## src/rtl/etp_pkg.sv

```systemverilog
`default_nettype none
package etp_pkg;
  // register byte offsets
  localparam logic [7:0] ETP_RUN_OFS = 8'h00;
  localparam logic [7:0] ETP_CLKSEL_OFS = 8'h04;
  localparam logic [7:0] ETP_PINCTL_OFS = 8'h08;
  localparam logic [7:0] ETP_STATUS_OFS = 8'h0c;
  localparam logic [7:0] ETP_CMPA_OFS = 8'h10;
  localparam logic [7:0] ETP_COUNT_OFS = 8'h14;
  localparam logic [7:0] ETP_DMACTL_OFS = 8'h20;
  localparam logic [7:0] ETP_DMASRC_OFS = 8'h24;
  localparam logic [7:0] ETP_DMADST_OFS = 8'h28;
  localparam logic [7:0] ETP_DMACNT_OFS = 8'h2c;
  localparam logic [7:0] ETP_MODE_OFS = 8'h30;
  localparam logic [7:0] ETP_TRIG_OFS = 8'h34;
  localparam logic [7:0] ETP_NENH_OFS = 8'h38;
  localparam logic [7:0] ETP_NENL_OFS = 8'h3c;
  localparam logic [7:0] ETP_NDH_OFS = 8'h40;
  localparam logic [7:0] ETP_NDL_OFS = 8'h44;
  localparam logic [7:0] ETP_DIRH_OFS = 8'h48;
  localparam logic [7:0] ETP_DIRL_OFS = 8'h4c;
  localparam logic [7:0] ETP_PORTH_OFS = 8'h50;
  localparam logic [7:0] ETP_PORTL_OFS = 8'h54;
  // field positions
  localparam int ETP_RUN_BIT = 0;
  localparam int ETP_EXT_BIT = 0;
  localparam int ETP_CLR_BIT = 1;
  localparam int ETP_PIN_BIT = 0;
  localparam int ETP_MATCH_BIT = 0;
  localparam int ETP_DTE_BIT = 7;
  localparam int ETP_DIE_BIT = 3;
  localparam int ETP_INC_BIT = 1;
  localparam int ETP_WORD_BIT = 0;
  localparam int ETP_NOVL_BIT = 0;
  // i/o addresses seen by the dma channel
  localparam logic [7:0] ETP_IO_NDH = 8'ha4;
  localparam logic [7:0] ETP_IO_NDL = 8'ha5;
  // reset values and encodings
  localparam logic [15:0] ETP_CMPA_RST = 16'hffff;
  localparam logic [1:0] ETP_TRIG_TMR0 = 2'h0;
  localparam logic [1:0] ETP_RESP_OKAY = 2'h0;
  localparam logic [1:0] ETP_RESP_SLVERR = 2'h2;
  typedef enum logic [2:0] {
    ETP_DMA_IDLE = 3'b001,
    ETP_DMA_READ = 3'b010,
    ETP_DMA_WRITE = 3'b100
  } etp_dma_e;
endpackage
`default_nettype wire

```

## src/rtl/etp_pattern_out.sv

```systemverilog
// Our own choices: the register offsets and register access over AXI4-Lite.
`default_nettype none
// Summary of operation
// [RULE1] counter clears to zero whenever it matches compare value A
// [RULE2] compare value A accepts one, giving a match on every counted edge
// [RULE3] clock select lets the counter count rising edges of the external pin
// [RULE4] compare A can run with its pin output off, giving internal events only
// [RULE5] counter advances only while its run bit is set
// [RULE6] each compare A match starts one dma transfer into next pattern data
// [RULE7] dma moves words in i/o mode, source increments, destination fixed
// [RULE8] destination at high next-data address makes one word fill both bytes
// [RULE9] software supplies a fifteen word table and programs count and start address
// [RULE10] compare match of timer zero copies next data onto the pattern pins
// [RULE11] sixteen pattern bits exist; twelve are used in the upper positions
// [RULE12] high and low groups have own next data, moved only where enabled
// [RULE13] mode selects non-overlap or normal; normal updates pins with no gap
// [RULE14] a pin drives only when its direction bit is set; port holds value
// [RULE15] software keeps a done flag at zero until its end handler sets it
// [RULE16] count reaching zero clears dma enable and, if enabled, signals end
module etp_pattern_out
  import etp_pkg::*;
#(
  parameter int CNT_W = 16,
  parameter int MADDR_W = 24
) (
  // clock, reset, enable
  input wire logic clk,
  input wire logic rst_n,
  input wire logic ce,
  // axi4-lite slave
  input wire logic [7:0] s_axi_awaddr,
  input wire logic s_axi_awvalid,
  output logic s_axi_awready,
  input wire logic [31:0] s_axi_wdata,
  input wire logic [3:0] s_axi_wstrb,
  input wire logic s_axi_wvalid,
  output logic s_axi_wready,
  output logic [1:0] s_axi_bresp,
  output logic s_axi_bvalid,
  input wire logic s_axi_bready,
  input wire logic [7:0] s_axi_araddr,
  input wire logic s_axi_arvalid,
  output logic s_axi_arready,
  output logic [31:0] s_axi_rdata,
  output logic [1:0] s_axi_rresp,
  output logic s_axi_rvalid,
  input wire logic s_axi_rready,
  // pattern table memory read port
  output logic mem_req,
  output logic [MADDR_W-1:0] mem_addr,
  output logic mem_word,
  input wire logic [15:0] mem_rdata,
  input wire logic mem_ack,
  // timer pins
  input wire logic external_count_pin,
  output logic compare_pin,
  output logic compare_pin_oe_n,
  // pattern pins
  output logic [7:0] pattern_high,
  output logic [7:0] pattern_high_oe_n,
  output logic [7:0] pattern_low,
  output logic [7:0] pattern_low_oe_n,
  // dma end event
  output logic dma_end_irq
);
  // the read mux and the merge helper carry at most one 32-bit word
  if (CNT_W < 2 || CNT_W > 32 || MADDR_W < 8 || MADDR_W > 32) begin : g_width_check
    $error("etp_pattern_out: unsupported width");
  end

  function automatic logic [31:0] merge(input logic [31:0] old, input logic [31:0] d,
                                        input logic [3:0] s);
    logic [31:0] r;
    r = old;
    for (int i = 0; i < 4; i++) begin
      if (s[i]) begin
        r[i*8 +: 8] = d[i*8 +: 8];
      end
    end
    return r;
  endfunction

  // ---------------- bus slave ----------------
  logic aw_held, w_held;
  logic [7:0] wr_addr;
  logic [31:0] wr_data;
  logic [3:0] wr_strb;
  logic wr_go;
  assign s_axi_awready = ce && !aw_held && !s_axi_bvalid;
  assign s_axi_wready = ce && !w_held && !s_axi_bvalid;
  assign s_axi_arready = ce && !s_axi_rvalid;
  assign wr_go = ce && aw_held && w_held && !s_axi_bvalid;

  function automatic logic wr_hit(input logic go, input logic [7:0] a, input logic [7:0] ofs);
    return go && (a[7:2] == ofs[7:2]);
  endfunction

  always_ff @(posedge clk) begin
    if (!rst_n) begin
      aw_held <= 1'b0;
      w_held <= 1'b0;
      wr_addr <= 8'h00;
      wr_data <= 32'h0000_0000;
      wr_strb <= 4'h0;
    end else if (ce) begin
      if (s_axi_awvalid && s_axi_awready) begin
        aw_held <= 1'b1;
        wr_addr <= s_axi_awaddr;
      end else if (wr_go) begin
        aw_held <= 1'b0;
      end
      if (s_axi_wvalid && s_axi_wready) begin
        w_held <= 1'b1;
        wr_data <= s_axi_wdata;
        wr_strb <= s_axi_wstrb;
      end else if (wr_go) begin
        w_held <= 1'b0;
      end
    end
  end

  // control registers written only by software
  logic run, ext_sel, clr_on_a, pin_en, novl;
  logic [1:0] trig_sel;
  logic [CNT_W-1:0] cmp_a;
  logic [7:0] nen_h, nen_l, dir_h, dir_l, dma_dst;
  logic dma_die, dma_inc, dma_word;
  always_ff @(posedge clk) begin
    if (!rst_n) begin
      run <= 1'b0;
      ext_sel <= 1'b0;
      clr_on_a <= 1'b0;
      pin_en <= 1'b0;
      novl <= 1'b0;
      trig_sel <= ETP_TRIG_TMR0;
      cmp_a <= CNT_W'(ETP_CMPA_RST);
      nen_h <= 8'h00;
      nen_l <= 8'h00;
      dir_h <= 8'h00;
      dir_l <= 8'h00;
      dma_dst <= 8'h00;
      dma_die <= 1'b0;
      dma_inc <= 1'b0;
      dma_word <= 1'b0;
    end else begin
      if (wr_hit(wr_go, wr_addr, ETP_RUN_OFS) && wr_strb[0]) begin
        run <= wr_data[ETP_RUN_BIT]; // [RULE5]
      end
      if (wr_hit(wr_go, wr_addr, ETP_CLKSEL_OFS) && wr_strb[0]) begin
        ext_sel <= wr_data[ETP_EXT_BIT]; // [RULE3]
        clr_on_a <= wr_data[ETP_CLR_BIT];
      end
      if (wr_hit(wr_go, wr_addr, ETP_PINCTL_OFS) && wr_strb[0]) begin
        pin_en <= wr_data[ETP_PIN_BIT]; // [RULE4]
      end
      if (wr_hit(wr_go, wr_addr, ETP_CMPA_OFS)) begin
        cmp_a <= CNT_W'(merge(32'(cmp_a), wr_data, wr_strb)); // [RULE2]
      end
      if (wr_hit(wr_go, wr_addr, ETP_MODE_OFS) && wr_strb[0]) begin
        novl <= wr_data[ETP_NOVL_BIT]; // [RULE13]
      end
      if (wr_hit(wr_go, wr_addr, ETP_TRIG_OFS) && wr_strb[0]) begin
        trig_sel <= wr_data[1:0];
      end
      if (wr_hit(wr_go, wr_addr, ETP_NENH_OFS) && wr_strb[0]) begin
        nen_h <= wr_data[7:0]; // [RULE12]
      end
      if (wr_hit(wr_go, wr_addr, ETP_NENL_OFS) && wr_strb[0]) begin
        nen_l <= wr_data[7:0]; // [RULE12]
      end
      if (wr_hit(wr_go, wr_addr, ETP_DIRH_OFS) && wr_strb[0]) begin
        dir_h <= wr_data[7:0];
      end
      if (wr_hit(wr_go, wr_addr, ETP_DIRL_OFS) && wr_strb[0]) begin
        dir_l <= wr_data[7:0];
      end
      if (wr_hit(wr_go, wr_addr, ETP_DMADST_OFS) && wr_strb[0]) begin
        dma_dst <= wr_data[7:0]; // [RULE8]
      end
      if (wr_hit(wr_go, wr_addr, ETP_DMACTL_OFS) && wr_strb[0]) begin
        dma_die <= wr_data[ETP_DIE_BIT];
        dma_inc <= wr_data[ETP_INC_BIT];
        dma_word <= wr_data[ETP_WORD_BIT];
      end
    end
  end

  // ---------------- timer channel ----------------
  logic ext_s1, ext_s2, ext_s3;
  logic tick, match_a, match_flag;
  logic [CNT_W-1:0] count, count_inc;
  // the first stage is read only by the second
  always_ff @(posedge clk) begin
    if (!rst_n) begin
      ext_s1 <= 1'b0;
      ext_s2 <= 1'b0;
      ext_s3 <= 1'b0;
    end else if (ce) begin
      ext_s1 <= external_count_pin;
      ext_s2 <= ext_s1;
      ext_s3 <= ext_s2;
    end
  end
  // internal source counts every enabled system cycle
  assign tick = ce && run && (ext_sel ? (ext_s2 && !ext_s3) : 1'b1); // [RULE3] [RULE5]
  assign count_inc = count + CNT_W'(1);
  assign match_a = tick && (count_inc == cmp_a);

  always_ff @(posedge clk) begin
    if (!rst_n) begin
      count <= '0;
    end else if (ce) begin
      if (tick) begin
        count <= (match_a && clr_on_a) ? '0 : count_inc; // [RULE1]
      end else if (wr_hit(wr_go, wr_addr, ETP_COUNT_OFS)) begin
        count <= CNT_W'(merge(32'(count), wr_data, wr_strb));
      end
    end
  end

  // set wins over a write-one clear in the same cycle
  always_ff @(posedge clk) begin
    if (!rst_n) begin
      match_flag <= 1'b0;
    end else if (ce) begin
      if (match_a) begin
        match_flag <= 1'b1;
      end else if (wr_hit(wr_go, wr_addr, ETP_STATUS_OFS) && wr_strb[0] &&
                   wr_data[ETP_MATCH_BIT]) begin
        match_flag <= 1'b0;
      end
    end
  end

  always_ff @(posedge clk) begin
    if (!rst_n) begin
      compare_pin <= 1'b0;
    end else if (ce && match_a && pin_en) begin
      compare_pin <= !compare_pin; // [RULE4]
    end
  end
  assign compare_pin_oe_n = !pin_en; // [RULE4]

  // ---------------- dma channel ----------------
  etp_dma_e dma_st;
  logic dma_en, dma_pend;
  logic [MADDR_W-1:0] dma_src;
  logic [15:0] dma_cnt, dma_buf;
  logic dma_wr;
  assign dma_wr = ce && (dma_st == ETP_DMA_WRITE);

  always_ff @(posedge clk) begin
    if (!rst_n) begin
      dma_st <= ETP_DMA_IDLE;
      dma_en <= 1'b0;
      dma_pend <= 1'b0;
      dma_src <= '0;
      dma_cnt <= 16'h0000;
      dma_buf <= 16'h0000;
      dma_end_irq <= 1'b0;
    end else if (ce) begin
      dma_end_irq <= 1'b0;
      // a match while a move is under way is kept for later
      if (match_a && dma_en && dma_st != ETP_DMA_IDLE) begin
        dma_pend <= 1'b1; // [RULE6]
      end else if (dma_st == ETP_DMA_IDLE) begin
        dma_pend <= 1'b0;
      end
      if (wr_hit(wr_go, wr_addr, ETP_DMACTL_OFS) && wr_strb[0]) begin
        dma_en <= wr_data[ETP_DTE_BIT];
      end
      if (wr_hit(wr_go, wr_addr, ETP_DMASRC_OFS)) begin
        dma_src <= MADDR_W'(merge(32'(dma_src), wr_data, wr_strb));
      end
      if (wr_hit(wr_go, wr_addr, ETP_DMACNT_OFS)) begin
        dma_cnt <= 16'(merge(32'(dma_cnt), wr_data, wr_strb));
      end
      unique case (dma_st)
        ETP_DMA_IDLE: begin
          if (dma_en && (match_a || dma_pend)) begin
            dma_st <= ETP_DMA_READ; // [RULE6]
          end
        end
        ETP_DMA_READ: begin
          if (mem_ack) begin
            dma_buf <= mem_rdata;
            dma_st <= ETP_DMA_WRITE;
          end
        end
        ETP_DMA_WRITE: begin
          dma_st <= ETP_DMA_IDLE;
          if (dma_inc) begin
            dma_src <= dma_src + (dma_word ? MADDR_W'(2) : MADDR_W'(1)); // [RULE7]
          end
          dma_cnt <= dma_cnt - 16'h0001;
          if (dma_cnt == 16'h0001) begin
            dma_en <= 1'b0; // [RULE16]
            dma_pend <= 1'b0;
            dma_end_irq <= dma_die; // [RULE16]
          end
        end
      endcase
    end
  end
  assign mem_req = (dma_st == ETP_DMA_READ);
  assign mem_addr = dma_src;
  assign mem_word = dma_word;

  // ---------------- pattern output ----------------
  logic [7:0] nd_h, nd_l, port_h, port_l;
  logic ptrig, gap;
  assign ptrig = match_a && (trig_sel == ETP_TRIG_TMR0); // [RULE10]

  always_ff @(posedge clk) begin
    if (!rst_n) begin
      nd_h <= 8'h00;
      nd_l <= 8'h00;
    end else if (ce) begin
      if (dma_wr && dma_word && dma_dst == ETP_IO_NDH) begin
        nd_h <= dma_buf[15:8]; // [RULE8]
        nd_l <= dma_buf[7:0];
      end else if (dma_wr && !dma_word && dma_dst == ETP_IO_NDH) begin
        nd_h <= dma_buf[7:0]; // [RULE7]
      end else if (dma_wr && !dma_word && dma_dst == ETP_IO_NDL) begin
        nd_l <= dma_buf[7:0];
      end else begin
        if (wr_hit(wr_go, wr_addr, ETP_NDH_OFS) && wr_strb[0]) begin
          nd_h <= wr_data[7:0];
        end
        if (wr_hit(wr_go, wr_addr, ETP_NDL_OFS) && wr_strb[0]) begin
          nd_l <= wr_data[7:0];
        end
      end
    end
  end

  // non-overlap trades one blank cycle per change for glitch-free edges
  always_ff @(posedge clk) begin
    if (!rst_n) begin
      port_h <= 8'h00;
      port_l <= 8'h00;
      gap <= 1'b0;
    end else if (ce) begin
      gap <= ptrig && novl; // [RULE13]
      if (ptrig) begin
        port_h <= (port_h & ~nen_h) | (nd_h & nen_h); // [RULE12] [RULE11]
        port_l <= (port_l & ~nen_l) | (nd_l & nen_l); // [RULE12] [RULE11]
      end else begin
        if (wr_hit(wr_go, wr_addr, ETP_PORTH_OFS) && wr_strb[0]) begin
          port_h <= wr_data[7:0];
        end
        if (wr_hit(wr_go, wr_addr, ETP_PORTL_OFS) && wr_strb[0]) begin
          port_l <= wr_data[7:0];
        end
      end
    end
  end
  assign pattern_high = gap ? (port_h & ~nen_h) : port_h; // [RULE13]
  assign pattern_low = gap ? (port_l & ~nen_l) : port_l;
  assign pattern_high_oe_n = ~dir_h; // [RULE14]
  assign pattern_low_oe_n = ~dir_l; // [RULE14]

  // ---------------- responses ----------------
  logic [31:0] rd_val;
  logic rd_ok;
  always_comb begin
    rd_val = 32'h0000_0000;
    rd_ok = 1'b1;
    unique case (s_axi_araddr[7:2])
      ETP_RUN_OFS[7:2]: rd_val[ETP_RUN_BIT] = run;
      ETP_CLKSEL_OFS[7:2]: rd_val[1:0] = {clr_on_a, ext_sel};
      ETP_PINCTL_OFS[7:2]: rd_val[ETP_PIN_BIT] = pin_en;
      ETP_STATUS_OFS[7:2]: rd_val[ETP_MATCH_BIT] = match_flag;
      ETP_CMPA_OFS[7:2]: rd_val = 32'(cmp_a);
      ETP_COUNT_OFS[7:2]: rd_val = 32'(count);
      ETP_DMACTL_OFS[7:2]: rd_val[7:0] = {dma_en, 3'h0, dma_die, 1'b0, dma_inc, dma_word};
      ETP_DMASRC_OFS[7:2]: rd_val = 32'(dma_src);
      ETP_DMADST_OFS[7:2]: rd_val[7:0] = dma_dst;
      ETP_DMACNT_OFS[7:2]: rd_val[15:0] = dma_cnt;
      ETP_MODE_OFS[7:2]: rd_val[ETP_NOVL_BIT] = novl;
      ETP_TRIG_OFS[7:2]: rd_val[1:0] = trig_sel;
      ETP_NENH_OFS[7:2]: rd_val[7:0] = nen_h;
      ETP_NENL_OFS[7:2]: rd_val[7:0] = nen_l;
      ETP_NDH_OFS[7:2]: rd_val[7:0] = nd_h;
      ETP_NDL_OFS[7:2]: rd_val[7:0] = nd_l;
      ETP_DIRH_OFS[7:2]: rd_val[7:0] = dir_h;
      ETP_DIRL_OFS[7:2]: rd_val[7:0] = dir_l;
      ETP_PORTH_OFS[7:2]: rd_val[7:0] = port_h;
      ETP_PORTL_OFS[7:2]: rd_val[7:0] = port_l;
      default: rd_ok = 1'b0;
    endcase
  end

  function automatic logic mapped(input logic [7:0] a);
    return (a[7:2] <= ETP_DMACNT_OFS[7:2] && a[7:2] != 6'h06 && a[7:2] != 6'h07) ||
           (a[7:2] >= ETP_MODE_OFS[7:2] && a[7:2] <= ETP_PORTL_OFS[7:2]);
  endfunction

  always_ff @(posedge clk) begin
    if (!rst_n) begin
      s_axi_bvalid <= 1'b0;
      s_axi_bresp <= ETP_RESP_OKAY;
      s_axi_rvalid <= 1'b0;
      s_axi_rdata <= 32'h0000_0000;
      s_axi_rresp <= ETP_RESP_OKAY;
    end else if (ce) begin
      if (wr_go) begin
        s_axi_bvalid <= 1'b1;
        s_axi_bresp <= mapped(wr_addr) ? ETP_RESP_OKAY : ETP_RESP_SLVERR;
      end else if (s_axi_bready) begin
        s_axi_bvalid <= 1'b0;
      end
      if (s_axi_arvalid && s_axi_arready) begin
        s_axi_rvalid <= 1'b1;
        s_axi_rdata <= rd_val;
        s_axi_rresp <= rd_ok ? ETP_RESP_OKAY : ETP_RESP_SLVERR;
      end else if (s_axi_rready) begin
        s_axi_rvalid <= 1'b0;
      end
    end
  end
endmodule
`default_nettype wire

```

## config.mk

```make
export PLATFORM = sky130hd
export DESIGN_NAME = etp_pattern_out
export DESIGN_NICKNAME = d
export VERILOG_FILES = /design/src/rtl/etp_pkg.sv /design/src/rtl/etp_pattern_out.sv
export SDC_FILE = /design/constraint.sdc
export NUM_CORES = 1
export LEC_CHECK = 0
export ABC_AREA = 1
export BUFFER_PORTS_ARGS = -buffer_cell sky130_fd_sc_hd__buf_4
export CAP_MARGIN = 20
export CELL_PAD_IN_SITES_DETAIL_PLACEMENT = 1
export CELL_PAD_IN_SITES_GLOBAL_PLACEMENT = 2
export CORE_ASPECT_RATIO = 0.7
export CORE_MARGIN = 3
export CORE_UTILIZATION = 32
export CTS_CLUSTER_DIAMETER = 30
export DETAILED_ROUTE_END_ITERATION = 12
export PLACE_DENSITY_LB_ADDON = 0.1
export SETUP_SLACK_MARGIN = 0.5
export SYNTH_ARGS = -nofsm -noshare
export SYNTH_HDL_FRONTEND = slang
export SYNTH_SLANG_ARGS = --single-unit
```

## constraint.sdc

```tcl
create_clock -name clk -period 3.35 [get_ports clk]
set_input_delay 0.67 -clock clk [delete_from_list [all_inputs] [get_ports clk]]
set_output_delay 0.67 -clock clk [all_outputs]
set_load 0.01 [all_outputs]
```

==> results of run 1 <==
-- power groups by stage --
stage / Combinational (mW) / Sequential, mW / Clock, mW
after global placement: 0.504 / 3.06 / 0
after CTS: 0.512 / 3.01 / 6.22
after global routing: 0.557 / 3.01 / 6.39
final: 0.515 / 3.01 / 6.15
after floorplan: 0.248 / 3.06 / 0
after detailed placement: 0.509 / 3.07 / 0
-- critical path, cell delays in order, from the launching register on --
cell and delay (ns):
dfxtp_2 0.38, ha_2 0.23, nand3_1 0.17, nor2_2 0.22
nand4_1 0.14, nand2_1 0.12, nand2_1 0.07, nand2_1 0.13
nand2_1 0.08, nor2_2 0.16, nand3_4 0.13, clkinv_8 0.13
buf_8 0.18, nand3_1 0.12, nand2_2 0.13, nand2_1 0.06
nand2_1 0.05, nor2_1 0.04
-- area by class of cell --
| class | count | area share, % |
|---|---|---|
| multi-input cells | 1395 | 40.8 |
| flip-flops and latches | 245 | 28.4 |
| repair buffers | 212 | 9.40 |
| clock buffers | 67 | 8.95 |
| inverters | 238 | 5.24 |
| well taps | 535 | 3.87 |
| clock inverters | 43 | 3.29 |
-- cell usage after synthesis (all sizes together), types with 2 or more instances --
master / number
nand2: 395
dfxtp: 245
a21oi: 233
inv: 230
o21ai: 194
nor2: 188
nand3: 114
clkbuf: 67
o22ai: 55
nand4: 43
o211ai: 36
buf: 29
a31oi: 21
nor3: 21
o311ai: 11
a221oi: 10
nor4: 9
xor2: 9
a211oi: 8
clkinv: 8
ha: 5
a311oi: 3
nand3b: 3
o31ai: 3
a22oi: 2
and3: 2
nor3b: 2
o2111ai: 2
o221ai: 2
or2: 2
-- per-layer routing --
layer | part of all wire (%) | GRT usage [%]
met1 | 50 | 40.1
met3 | 7.7 | 5.26
met2 | 40 | 38.2
met5 | 0 | 0
met4 | 2.2 | 6.88
-- sequential cells by signal, indices dropped and copies added (netlist names), 8 cells and up, named ones only --
| signal | flops |
|---|---|
| mem_addr | 24 |
| s_axi_rdata | 24 |
| wr_data | 24 |
| cmp_a | 16 |
| count | 16 |
| dma_buf | 16 |
| dma_cnt | 16 |
| dir_h | 8 |
| dir_l | 8 |
| dma_dst | 8 |
| nd_h | 8 |
| nd_l | 8 |
| nen_h | 8 |
| nen_l | 8 |
-- cell families after synthesis --
family	synth area share, %
XOR/XNOR	1.01
adder cells (fa/ha/maj)	0.625
buffers and inverters	10.2
other	0.0284
flip-flops	37.1
AO/OA/AOI/OAI	24.8
AND/OR/NAND/NOR	26.3
-- path summary, 6_finish.rpt --
kind	cells after the start	slack [ns]	endpoint
min	3	0.31	ext_s1$_SDFFE_PN0P_
min reg2reg	2	0.45	wr_data[20]$_SDFFE_PN0P_
max reg2reg	17	0.69	flip-flop
max	17	0.69	flip-flop
-- stage by stage --
step,util [%],hold WS [ns],cell area [um2]
finish,43.0,0.307,17300
global route,43.0,0.319,17300
CTS,42.9,0.284,17200
detailed placement,37.5,0.451,15100
global placement,37.5,0.444,15100
floorplan,-,0.425,13300
-- repair_timing --
action                                  in CTS  in global routing
endpoints found under the setup margin      23                 26
pin swaps                                    2                  2
setup buffers                                1                  1
resized for setup                            8                 12
-- cells in the final DEF (no fill, tap or decap), drive strengths merged, types with 36 or more instances in the layout --
cell    synthesis  routed
a21oi         233     233
buf            29     212
clkbuf         67      67
dfxtp         245     245
inv           230     237
nand2         395     395
nand3         114     114
nand4          43      43
nor2          188     188
o211ai         36      36
o21ai         194     194
o22ai          55      55
==> metrics.md, run 1 <==
| Metric | Value |
|---|---|
| Final period utilization | 79.4% |
| Endpoints failing setup | 0 |
| Switch Pwr | between 2 and 2.5 mW |
| Setup WS pre-CTS | 0.231 ns |
| Initial DRC count | ~1,200 |
| Worst-Skew Late Latency | 0.59 ns |
| Router iterations before antenna repair | 5 |
| Power, Total | between 9 and 10 mW |
| Crit path arrival time | around 3.1 ns |
| DR vias | 14,800 |
| Status | completed |
| Synth Flop Type | dfxtp_1 |
| Sequential element share of the synthesized area | a little under two fifths |
| DP HPWL | 43,600 um |
| Pwr Density | approximately 560 mW/mm2 |
| Vias in the first global route | approximately 15,000 |
| Worst-Margin Slew | 1.04 ns |
| Dpl cells | about 2,600 |
| Crit path launch type | flip-flop |
| Post-route setup slack | 0.690 ns |
| Max IR drop VDD | about 0.38 mV |
| Final RePlAce weighted congestion | roughly 0.88 |
| Root buf cell | clkbuf_16 |
| Max Cap Viol | 0 |
| Max-slew violation count | 0 |
| Syn. warnings | 0 |
| Worst hold-check path type | in -> reg |
| Final hold vios | 0 |
| Slew headroom | 30.6% |
| Crit path launch | count[1]$_SDFFE_PN0P_ |
| Total Routed Length | 60,200 um |
| Fill cells | approximately 5,000 |
| CTS sink count | around 250 |
| Worst EP required | 3.83 ns |
| Cell taking the most area after synthesis | dfxtp_1 |
| Register share of total power | 31.1% |
| P_leak | 7.08 nW |
| Worst hold start | external_count_pin |
| Nets@finish | 2,234 |
| Sw frac | between 20 and 25% |
| Area Overhead vs Synth | 30.7% |
| Internal power | 7.29 mW |
| Comb power frac | 5.3% |
| Reg area | 0.00491 mm2 |
| Initial antenna violation count | 1 |
| Crit Path Max Fanout | 20 |
| Layout cell share with drive strength beyond 1 | between 10% and 20% |
| Number of synthesized flops with an enable pin | 0 |
| Hold-fix buffers, CTS | 0 |
| Die Y-Extent | 176 um |
| Input/output buffers | 156 |
| Number of remaining DRC errors | 0 |
| Mapped Area | 0.0132 mm2 |
| Placement Rows | 61 |
| R2r startpoint | count[1]$_SDFFE_PN0P_ |
| Synth unique cells | 58 |
| Grt total ovfl | 0 |
| Synth Area per Inst | around 6.7 um2 |
| ANT cells | 0 |
| Ys async rst share | 0% |
| Detail Route Antenna Nets | 0 |
| Minimum clock period | approximately 2.7 ns |
| Reg clk slew, reported paths | 0.05 ns |
| Largest net degree at the start of global routing | 116 |
| DR WL/cell | ~22 um |
| Die Wd | 249 um |
| Area of the multi-input gates | 0.00706 mm2 |
| Yosys reg bits | 245 |
| Clk network pwr share | 63.6% |
| Post-Syn Instances | 1,965 |
| Critical path capture point type | flip-flop |
| RSZ-0062 raised after global routing | false |
| Post-Layout Cell Count | 2,735 |
| TritonCTS clock tree | yes |
| First-pass GRT wire length | 90,400 um |
| CTS Buf Count | between 50 and 60 |
| Die ar. | 0.0438 mm2 |
| GRT Util Overall | between 20% and 30% |
| Core ar. | 0.0402 mm2 |
| Top cells by area, synth | dfxtp_1 (37%), nand2_1 (11%), a21oi_1 (8.8%), o21ai_0 (7.3%), inv_1 (6.4%) |
| Fmax | 0.376 GHz |
| CP Class | reg -> reg |
| Max clock buf depth | 3 |
| Starting Density | 32.9% |
| Number of I/O pins | 180 |
| Setup TNS | 0 ns |
| Clock Skews | 0.0254 ns |
| Number of H-tree levels | 2 |
| DR vias/cell | 5.42 |
| Synth top area share | 37.1% |
No activity file was read; power rests on OpenSTA's default activity.
==> run 2: changes to the inputs <==
--- a/config.mk
+++ b/config.mk
@@ -12,7 +12,7 @@
 export CELL_PAD_IN_SITES_GLOBAL_PLACEMENT = 2
 export CORE_ASPECT_RATIO = 0.7
 export CORE_MARGIN = 3
-export CORE_UTILIZATION = 32
+export CORE_UTILIZATION = 29
 export CTS_CLUSTER_DIAMETER = 30
 export DETAILED_ROUTE_END_ITERATION = 12
 export PLACE_DENSITY_LB_ADDON = 0.1
==> constraint.sdc (replaced) <==
create_clock -name clk -period 2.25 [get_ports clk]
set_input_delay 0.45 -clock clk [delete_from_list [all_inputs] [get_ports clk]]
set_output_delay 0.45 -clock clk [all_outputs]
set_load 0.01 [all_outputs]
==> metrics.md, run 2 (synthesis results as in run 1) <==
| Metric | Value |
|---|---|
| Failing checks | setup timing |
| Most common cell after layout, fill and taps aside | buf_4 (was nand2_1) |
| Dpl cells | 2,844 (was 2,623) |
| Post-route setup slack | -0.152 ns (was 0.690 ns) |
| Die Wd | 261 um (was 249 um) |
| CTS sink count | 245 (unchanged) |
| Fill cells | 5,341 (was 4,998) |
| Slew headroom | 59.6% (was 30.6%) |
| Max clock buf depth | 3 (unchanged) |
| Endpoints failing setup | 36 (was 0) |
| Router iterations before antenna repair | 5 (unchanged) |
| CP Class | reg -> reg (unchanged) |
| Commonest cells after routing, fill and taps aside | buf_4 (378), nand2_1 (298), dfxtp_1 (218), inv_1 (196), a21oi_1 (159) (was nand2_1 (369), dfxtp_1 (242), a21oi_1 (232), inv_1 (223), buf_4 (209)) |
| Placement Rows | 64 (was 61) |
| First-pass GRT wire length | 98,400 um (was 90,400 um) |
| Crit path arrival time | 2.93 ns (was 3.14 ns) |
| Worst EP required | 2.78 ns (was 3.83 ns) |
| Vias in the first global route | 16,100 (was 14,800) |
| Final RePlAce weighted congestion | 0.950 (was 0.877) |
| DR vias | 16,300 (was 14,800) |
| Comb power frac | 6.7% (was 5.3%) |
| GRT Util Overall | 26.7% (was 26.5%) |
| Clock Skews | 0.0147 ns (was 0.0254 ns) |
| Grt total ovfl | 0 (unchanged) |
| Max Cap Viol | 0 (unchanged) |
| Input/output buffers | 156 (unchanged) |
| Design area | 0.0214 mm2 (was 0.0173 mm2) |
| Met1 GRT Util | 40.3% (was 40.1%) |
| Crit path launch type | flip-flop (unchanged) |
| GRT busiest layer | met1 (unchanged) |
| Setup TNS | -3.15 ns (was 0 ns) |
| Area Overhead vs Synth | 61.8% (was 30.7%) |
| Die Y-Extent | 185 um (was 176 um) |
| Final period utilization | 107% (was 79.4%) |
| TritonCTS clock tree | yes (unchanged) |
| Root buf cell | clkbuf_16 (unchanged) |
| Core ar. | 0.0444 mm2 (was 0.0402 mm2) |
| Setup WS pre-CTS | -0.182 ns (was 0.231 ns) |
| Die ar. | 0.0482 mm2 (was 0.0438 mm2) |
| Minimum clock period | 2.40 ns (was 2.66 ns) |
| Internal power | 10.7 mW (was 7.29 mW) |
| Delay-heaviest family, CP | simple AND/OR/NAND/NOR gates (unchanged) |
| Switch Pwr | 3.58 mW (was 2.38 mW) |
| Initial antenna violation count | 3 (was 1) |
| DR WL/cell | 22.1 um (was 22.0 um) |
| CTS Buf Count | 57 (was 58) |
| Detail Route Antenna Nets | 0 (unchanged) |
| Total Routed Length | 67,500 um (was 60,200 um) |
| Worst hold-check path type | in -> reg (unchanged) |
| Max-slew violation count | 0 (unchanged) |
| Status | finished, violations left (was completed) |
| Final hold vios | 0 (unchanged) |
| Worst R2R Setup Slack | -0.15 ns (was 0.69 ns) |
| Number of I/O pins | 180 (unchanged) |
| Register share of total power | 31.4% (was 31.1%) |
| Nets@finish | 2,496 (was 2,234) |
| Initial DRC count | 1,248 (was 1,162) |
| Number of H-tree levels | 2 (unchanged) |
| Starting Density | 29.8% (was 32.9%) |
| Fmax | 0.416 GHz (was 0.376 GHz) |
| Critical Path, Cell by Cell | ha_4 -> nand2_4 -> nor2_4 -> nand3_2 -> nand3_2 -> nand2_2 -> nor2_1 -> nand3_1 -> nor2_4 -> nand3_4 -> clkinv_8 -> nand2_8 -> nand2_8 -> nand2_2 -> nand2_1 -> nand2_1 -> nor2_1 (was ha_2 -> nand3_1 -> nor2_2 -> nand4_1 -> nand2_1 -> nand2_1 -> nand2_1 -> nand2_1 -> nor2_2 -> nand3_4 -> clkinv_8 -> buf_8 -> nand3_1 -> nand2_2 -> nand2_1 -> nand2_1 -> nor2_1) |
| Crit Path Max Fanout | 8 (was 20) |
| Critical path capture point type | flip-flop (unchanged) |
| Met2 Use GR | 37.8% (was 38.2%) |
| Worst-Skew Late Latency | 0.60 ns (was 0.59 ns) |
| P_leak | 8.76 nW (was 7.08 nW) |
| Number of remaining DRC errors | 0 (unchanged) |
| Slowest stage delay, CP | 0.36 ns (was 0.38 ns) |
| CP Buf/Inv Count | 1 (was 2) |
| DP HPWL | 48,500 um (was 43,600 um) |
| GR met3 Demand/Resource | 6.15% (was 5.26%) |
| DR vias/cell | 5.34 (was 5.42) |
| Reg clk slew, reported paths | 0.05 ns (about the same) |
| RSZ-0062 raised after global routing | true (was false) |
| Pwr Density | 668 mW/mm2 (was 560 mW/mm2) |
| Largest net degree at the start of global routing | 75 (was 116) |
| Max IR drop VDD | 0.507 mV (was 0.385 mV) |
| Sw frac | 25.1% (was 24.6%) |
| Placed Area | 0.0168 mm2 (was 0.0151 mm2) |
| Clk network pwr share | 62.0% (was 63.6%) |
| Worst-path cell with the longest stage delay | dfxtp_4 (was dfxtp_2) |
| Post-Layout Cell Count | 3,051 (was 2,735) |
| Layout cell share with drive strength beyond 1 | 39.0% (was 17.4%) |
| Worst-Margin Slew | 0.605 ns (was 1.04 ns) |
## run 2: worst paths after layout
| path | startpoint | end | cells past startpoint |
|---|---|---|---|
| setup / recovery | count[1]$_SDFFE_PN0P_ | flip-flop | 17 |
| hold / removal | external_count_pin | ext_s1$_SDFFE_PN0P_ | 3 |
| setup reg to reg | count[1]$_SDFFE_PN0P_ | flip-flop | 17 |
| hold reg to reg | wr_data[17]$_SDFFE_PN0P_ | wr_data[17]$_SDFFE_PN0P_ | 2 |
## run 2: area by class of cell
cell class                      instances  area, um2  area share, %
Multi-Input combinational cell       1397       8580           40.1
Sequential cell                       245       4960           23.2
Timing Repair Buffer                  471       4110           19.2
Clock buffer                           68       1520           7.10
Inverter                              238        955           4.46
Tap cell                              594        743           3.48
Clock inverter                         35        505           2.36
Timing Repair inverter                  2       13.8         0.0644
Antenna cell                            1       2.50         0.0117
## run 2: per-layer routing
| metal | share of wire [%] | wire, um | vias to the layer above |
|---|---|---|---|
| li1 | - | - | 7606 |
| met1 | 49 | 33400 | 8094 |
| met2 | 41 | 27600 | 493 |
| met3 | 7.3 | 4910 | 96 |
| met4 | 2.3 | 1530 | 0 |
| met5 | 0 | 0 | - |
## run 2: repair_timing
action / 4_1_cts / 5_1_grt
endpoints found under the hold margin: 0 / 0
setup endpoints to repair: 143 / 155
gates cloned: 5 / 3
hold buffers: 0 / 0
pin swaps: 105 / 104
setup buffers: 54 / 41
resized for setup: 252 / 210
## run 2: through the flow
step	power [mW]	utilization (%)	hold slack, ns
floorplan	4.94	-	0.425
global placement	5.41	38.0	0.441
detailed placement	5.42	38.0	0.448
CTS	14.3	45.6	0.0691
global route	14.7	48.2	0.0984
finish	14.3	48.2	0.0904
## run 2: worst register-to-register path, stage by stage, from the launching register on
cell	delay [ns]
dfxtp_4	0.36
ha_4	0.18
nand2_4	0.06
nor2_4	0.21
nand3_2	0.13
nand3_2	0.12
nand2_2	0.05
nor2_1	0.12
nand3_1	0.13
nor2_4	0.12
nand3_4	0.14
clkinv_8	0.12
nand2_8	0.10
nand2_8	0.18
nand2_2	0.08
nand2_1	0.06
nand2_1	0.06
nor2_1	0.10
## run 2: power by group through the flow
stage	Combinational (mW)	Sequential, mW	Clock, mW
after global routing	1.01	4.48	9.20
after floorplan	0.391	4.55	0
after detailed placement	0.861	4.56	0
after CTS	0.894	4.48	8.95
final	0.950	4.48	8.85
after global placement	0.850	4.56	0
==> run 3: changes to the inputs <==
--- a/config.mk
+++ b/config.mk
@@ -15,7 +15,7 @@
 export CORE_UTILIZATION = 29
 export CTS_CLUSTER_DIAMETER = 30
 export DETAILED_ROUTE_END_ITERATION = 12
-export PLACE_DENSITY_LB_ADDON = 0.1
+export PLACE_DENSITY = 0.81
 export SETUP_SLACK_MARGIN = 0.5
 export SYNTH_ARGS = -nofsm -noshare
 export SYNTH_HDL_FRONTEND = slang
==> metrics.md, run 3 (synthesis results as in run 1) <==
| Metric | Value |
|---|---|
| Clock Skews | 0.0256 ns (was 0.0147 ns) |
| Minimum clock period | 2.42 ns (was 2.40 ns) |
| Die Y-Extent | 185 um (unchanged) |
| Critical path capture point type | flip-flop (unchanged) |
| Number of H-tree levels | 3 (was 2) |
| Max IR drop VDD | 0.467 mV (was 0.507 mV) |
| Layout cell share with drive strength beyond 1 | 38.3% (was 39.0%) |
| Worst-Margin Slew | 0.760 ns (was 0.605 ns) |
| Final period utilization | 107% (about the same) |
| Initial DRC count | 1,378 (was 1,248) |
| Max clock buf depth | 3 (unchanged) |
| Dpl cells | 2,827 (was 2,844) |
| Comb power frac | 6.5% (was 6.7%) |
| Router iterations before antenna repair | 5 (unchanged) |
| P_leak | 8.77 nW (was 8.76 nW) |
| Number of I/O pins | 180 (unchanged) |
| Nets@finish | 2,495 (was 2,496) |
| Internal power | 11.4 mW (was 10.7 mW) |
| Commonest cells after routing, fill and taps aside | buf_4 (377), nand2_1 (320), dfxtp_1 (211), inv_1 (192), a21oi_1 (169) (was buf_4 (378), nand2_1 (298), dfxtp_1 (218), inv_1 (196), a21oi_1 (159)) |
| Input/output buffers | 156 (unchanged) |
| Die ar. | 0.0482 mm2 (unchanged) |
| CP Class | reg -> reg (unchanged) |
| Worst EP required | 2.70 ns (was 2.78 ns) |
| Area Overhead vs Synth | 62.0% (was 61.8%) |
| CTS sink count | 245 (unchanged) |
| Register share of total power | 29.9% (was 31.4%) |
| Sw frac | 24.4% (was 25.1%) |
| TritonCTS clock tree | yes (unchanged) |
| Met2 Use GR | 41.1% (was 37.8%) |
| Core ar. | 0.0444 mm2 (unchanged) |
| First-pass GRT wire length | 101,000 um (was 98,400 um) |
| Reg clk slew, reported paths | 0.04 ns (was 0.05 ns) |
| GRT Util Overall | 27.4% (was 26.7%) |
| Pwr Density | 702 mW/mm2 (was 668 mW/mm2) |
| Total Routed Length | 70,600 um (was 67,500 um) |
| CTS Buf Count | 66 (was 57) |
| Worst hold-check path type | in -> reg (unchanged) |
| Largest net degree at the start of global routing | 100 (was 75) |
| Crit path launch type | flip-flop (unchanged) |
| Initial antenna violation count | 2 (was 3) |
| Number of remaining DRC errors | 0 (unchanged) |
| Crit Path Max Fanout | 6 (was 8) |
| Final RePlAce weighted congestion | 0.911 (was 0.950) |
| DR vias/cell | 5.48 (was 5.34) |
| DP HPWL | 47,500 um (was 48,500 um) |
| Placed Area | 0.0167 mm2 (was 0.0168 mm2) |
| Hold WS | 0.131 ns (was 0.0904 ns) |
| Starting Density | 29.8% (unchanged) |
| Vias in the first global route | 16,700 (was 16,100) |
| Max Cap Viol | 0 (unchanged) |
| Placement Rows | 64 (unchanged) |
| DR WL/cell | 23.1 um (was 22.1 um) |
| Post-route setup slack | -0.167 ns (was -0.152 ns) |
| Failing checks | setup timing (unchanged) |
| Root buf cell | clkbuf_16 (unchanged) |
| DR vias | 16,700 (was 16,300) |
| Grt total ovfl | 0 (unchanged) |
| Power, Total | 15.0 mW (was 14.3 mW) |
| Met1 GRT Util | 38.5% (was 40.3%) |
| GRT busiest layer | met2 (was met1) |
| Die Wd | 261 um (unchanged) |
| Fill cells | 5,337 (was 5,341) |
| Most common cell after layout, fill and taps aside | buf_4 (unchanged) |
| Status | finished, violations left (unchanged) |
| Detail Route Antenna Nets | 0 (unchanged) |
| Fmax | 0.414 GHz (was 0.416 GHz) |
| Design area | 0.0214 mm2 (about the same) |
| Switch Pwr | 3.67 mW (was 3.58 mW) |
| Endpoints failing setup | 40 (was 36) |
| GR met3 Demand/Resource | 7.05% (was 6.15%) |
| Slew headroom | 49.3% (was 59.6%) |
| Post-Layout Cell Count | 3,056 (was 3,051) |
| Max-slew violation count | 0 (unchanged) |
| Worst-Skew Late Latency | 0.57 ns (was 0.60 ns) |
| Setup TNS | -3.41 ns (was -3.15 ns) |
| Clk network pwr share | 63.6% (was 62.0%) |
| Final hold vios | 0 (unchanged) |
| RSZ-0062 raised after global routing | true (unchanged) |
| Crit path arrival time | 2.87 ns (was 2.93 ns) |
run 3: final timing paths:
path | startpoint | to | slack, ns | cells after the start
setup / recovery | count[1]$_SDFFE_PN0P_ | flip-flop | -0.17 | 17
hold / removal | external_count_pin | ext_s1$_SDFFE_PN0P_ | 0.13 | 3
hold reg to reg | wr_data[20]$_SDFFE_PN0P_ | wr_data[20]$_SDFFE_PN0P_ | 0.45 | 2
setup reg to reg | count[1]$_SDFFE_PN0P_ | flip-flop | -0.17 | 17
run 3: power by group through the flow:
| stage | combinational, mW | clock (mW) | sequential [mW] |
|---|---|---|---|
| after floorplan | 0.391 | 0 | 4.55 |
| after global placement | 0.836 | 0 | 4.56 |
| after detailed placement | 0.847 | 0 | 4.56 |
| after CTS | 0.900 | 9.62 | 4.48 |
| after global routing | 1.04 | 9.88 | 4.49 |
| final | 0.983 | 9.56 | 4.49 |
run 3: metal layers:
layer	part of all wire [%]	vias up
met5	0.18	-
met4	2.6	4
met3	8.5	128
met2	44	728
met1	45	8277
li1	-	7597
run 3: critical path, cell delays in order (launching register included):
cell and delay, ns:
dfxtp_4 0.37, ha_4 0.17, nand2_4 0.06, nor2_4 0.21, nand4_1 0.17, nand2_1 0.13
nand2_1 0.08, nand2_1 0.09, nand2_1 0.07, nor2_2 0.13, nand3_4 0.15, clkinv_8 0.12
buf_6 0.14, nand3_1 0.13, nand2_4 0.12, nand2_1 0.05, nand2_1 0.06, nor2_1 0.04
run 3: what timing repair did:
action | in CTS | in global routing
pin swaps | 101 | 96
gates resized for setup | 248 | 207
endpoints found under the setup margin | 155 | 226
setup buffers | 65 | 36
hold endpoints to repair | 0 | 0
gates cloned | 4 | 5
hold buffers | 0 | 0
run 3: metrics by stage:
step,worst slack (ns),utilization (%)
floorplan,0.0244,-
detailed placement,-0.177,37.6
CTS,-0.0682,45.8
global placement,-0.180,37.6
finish,-0.167,48.3
global route,-0.302,48.3
run 3: final cells by class:
cell class	count	area [um2]	share of cell area (%)
Clock inverter	31	394	1.84
Timing Repair Buffer	461	3990	18.6
Sequential cell	245	4970	23.2
Clock buffer	87	1830	8.56
Tap cell	594	743	3.47
Multi-Input combinational cell	1397	8490	39.6
Antenna cell	1	2.50	0.0117
Inverter	238	976	4.56
Timing Repair inverter	2	23.8	0.111
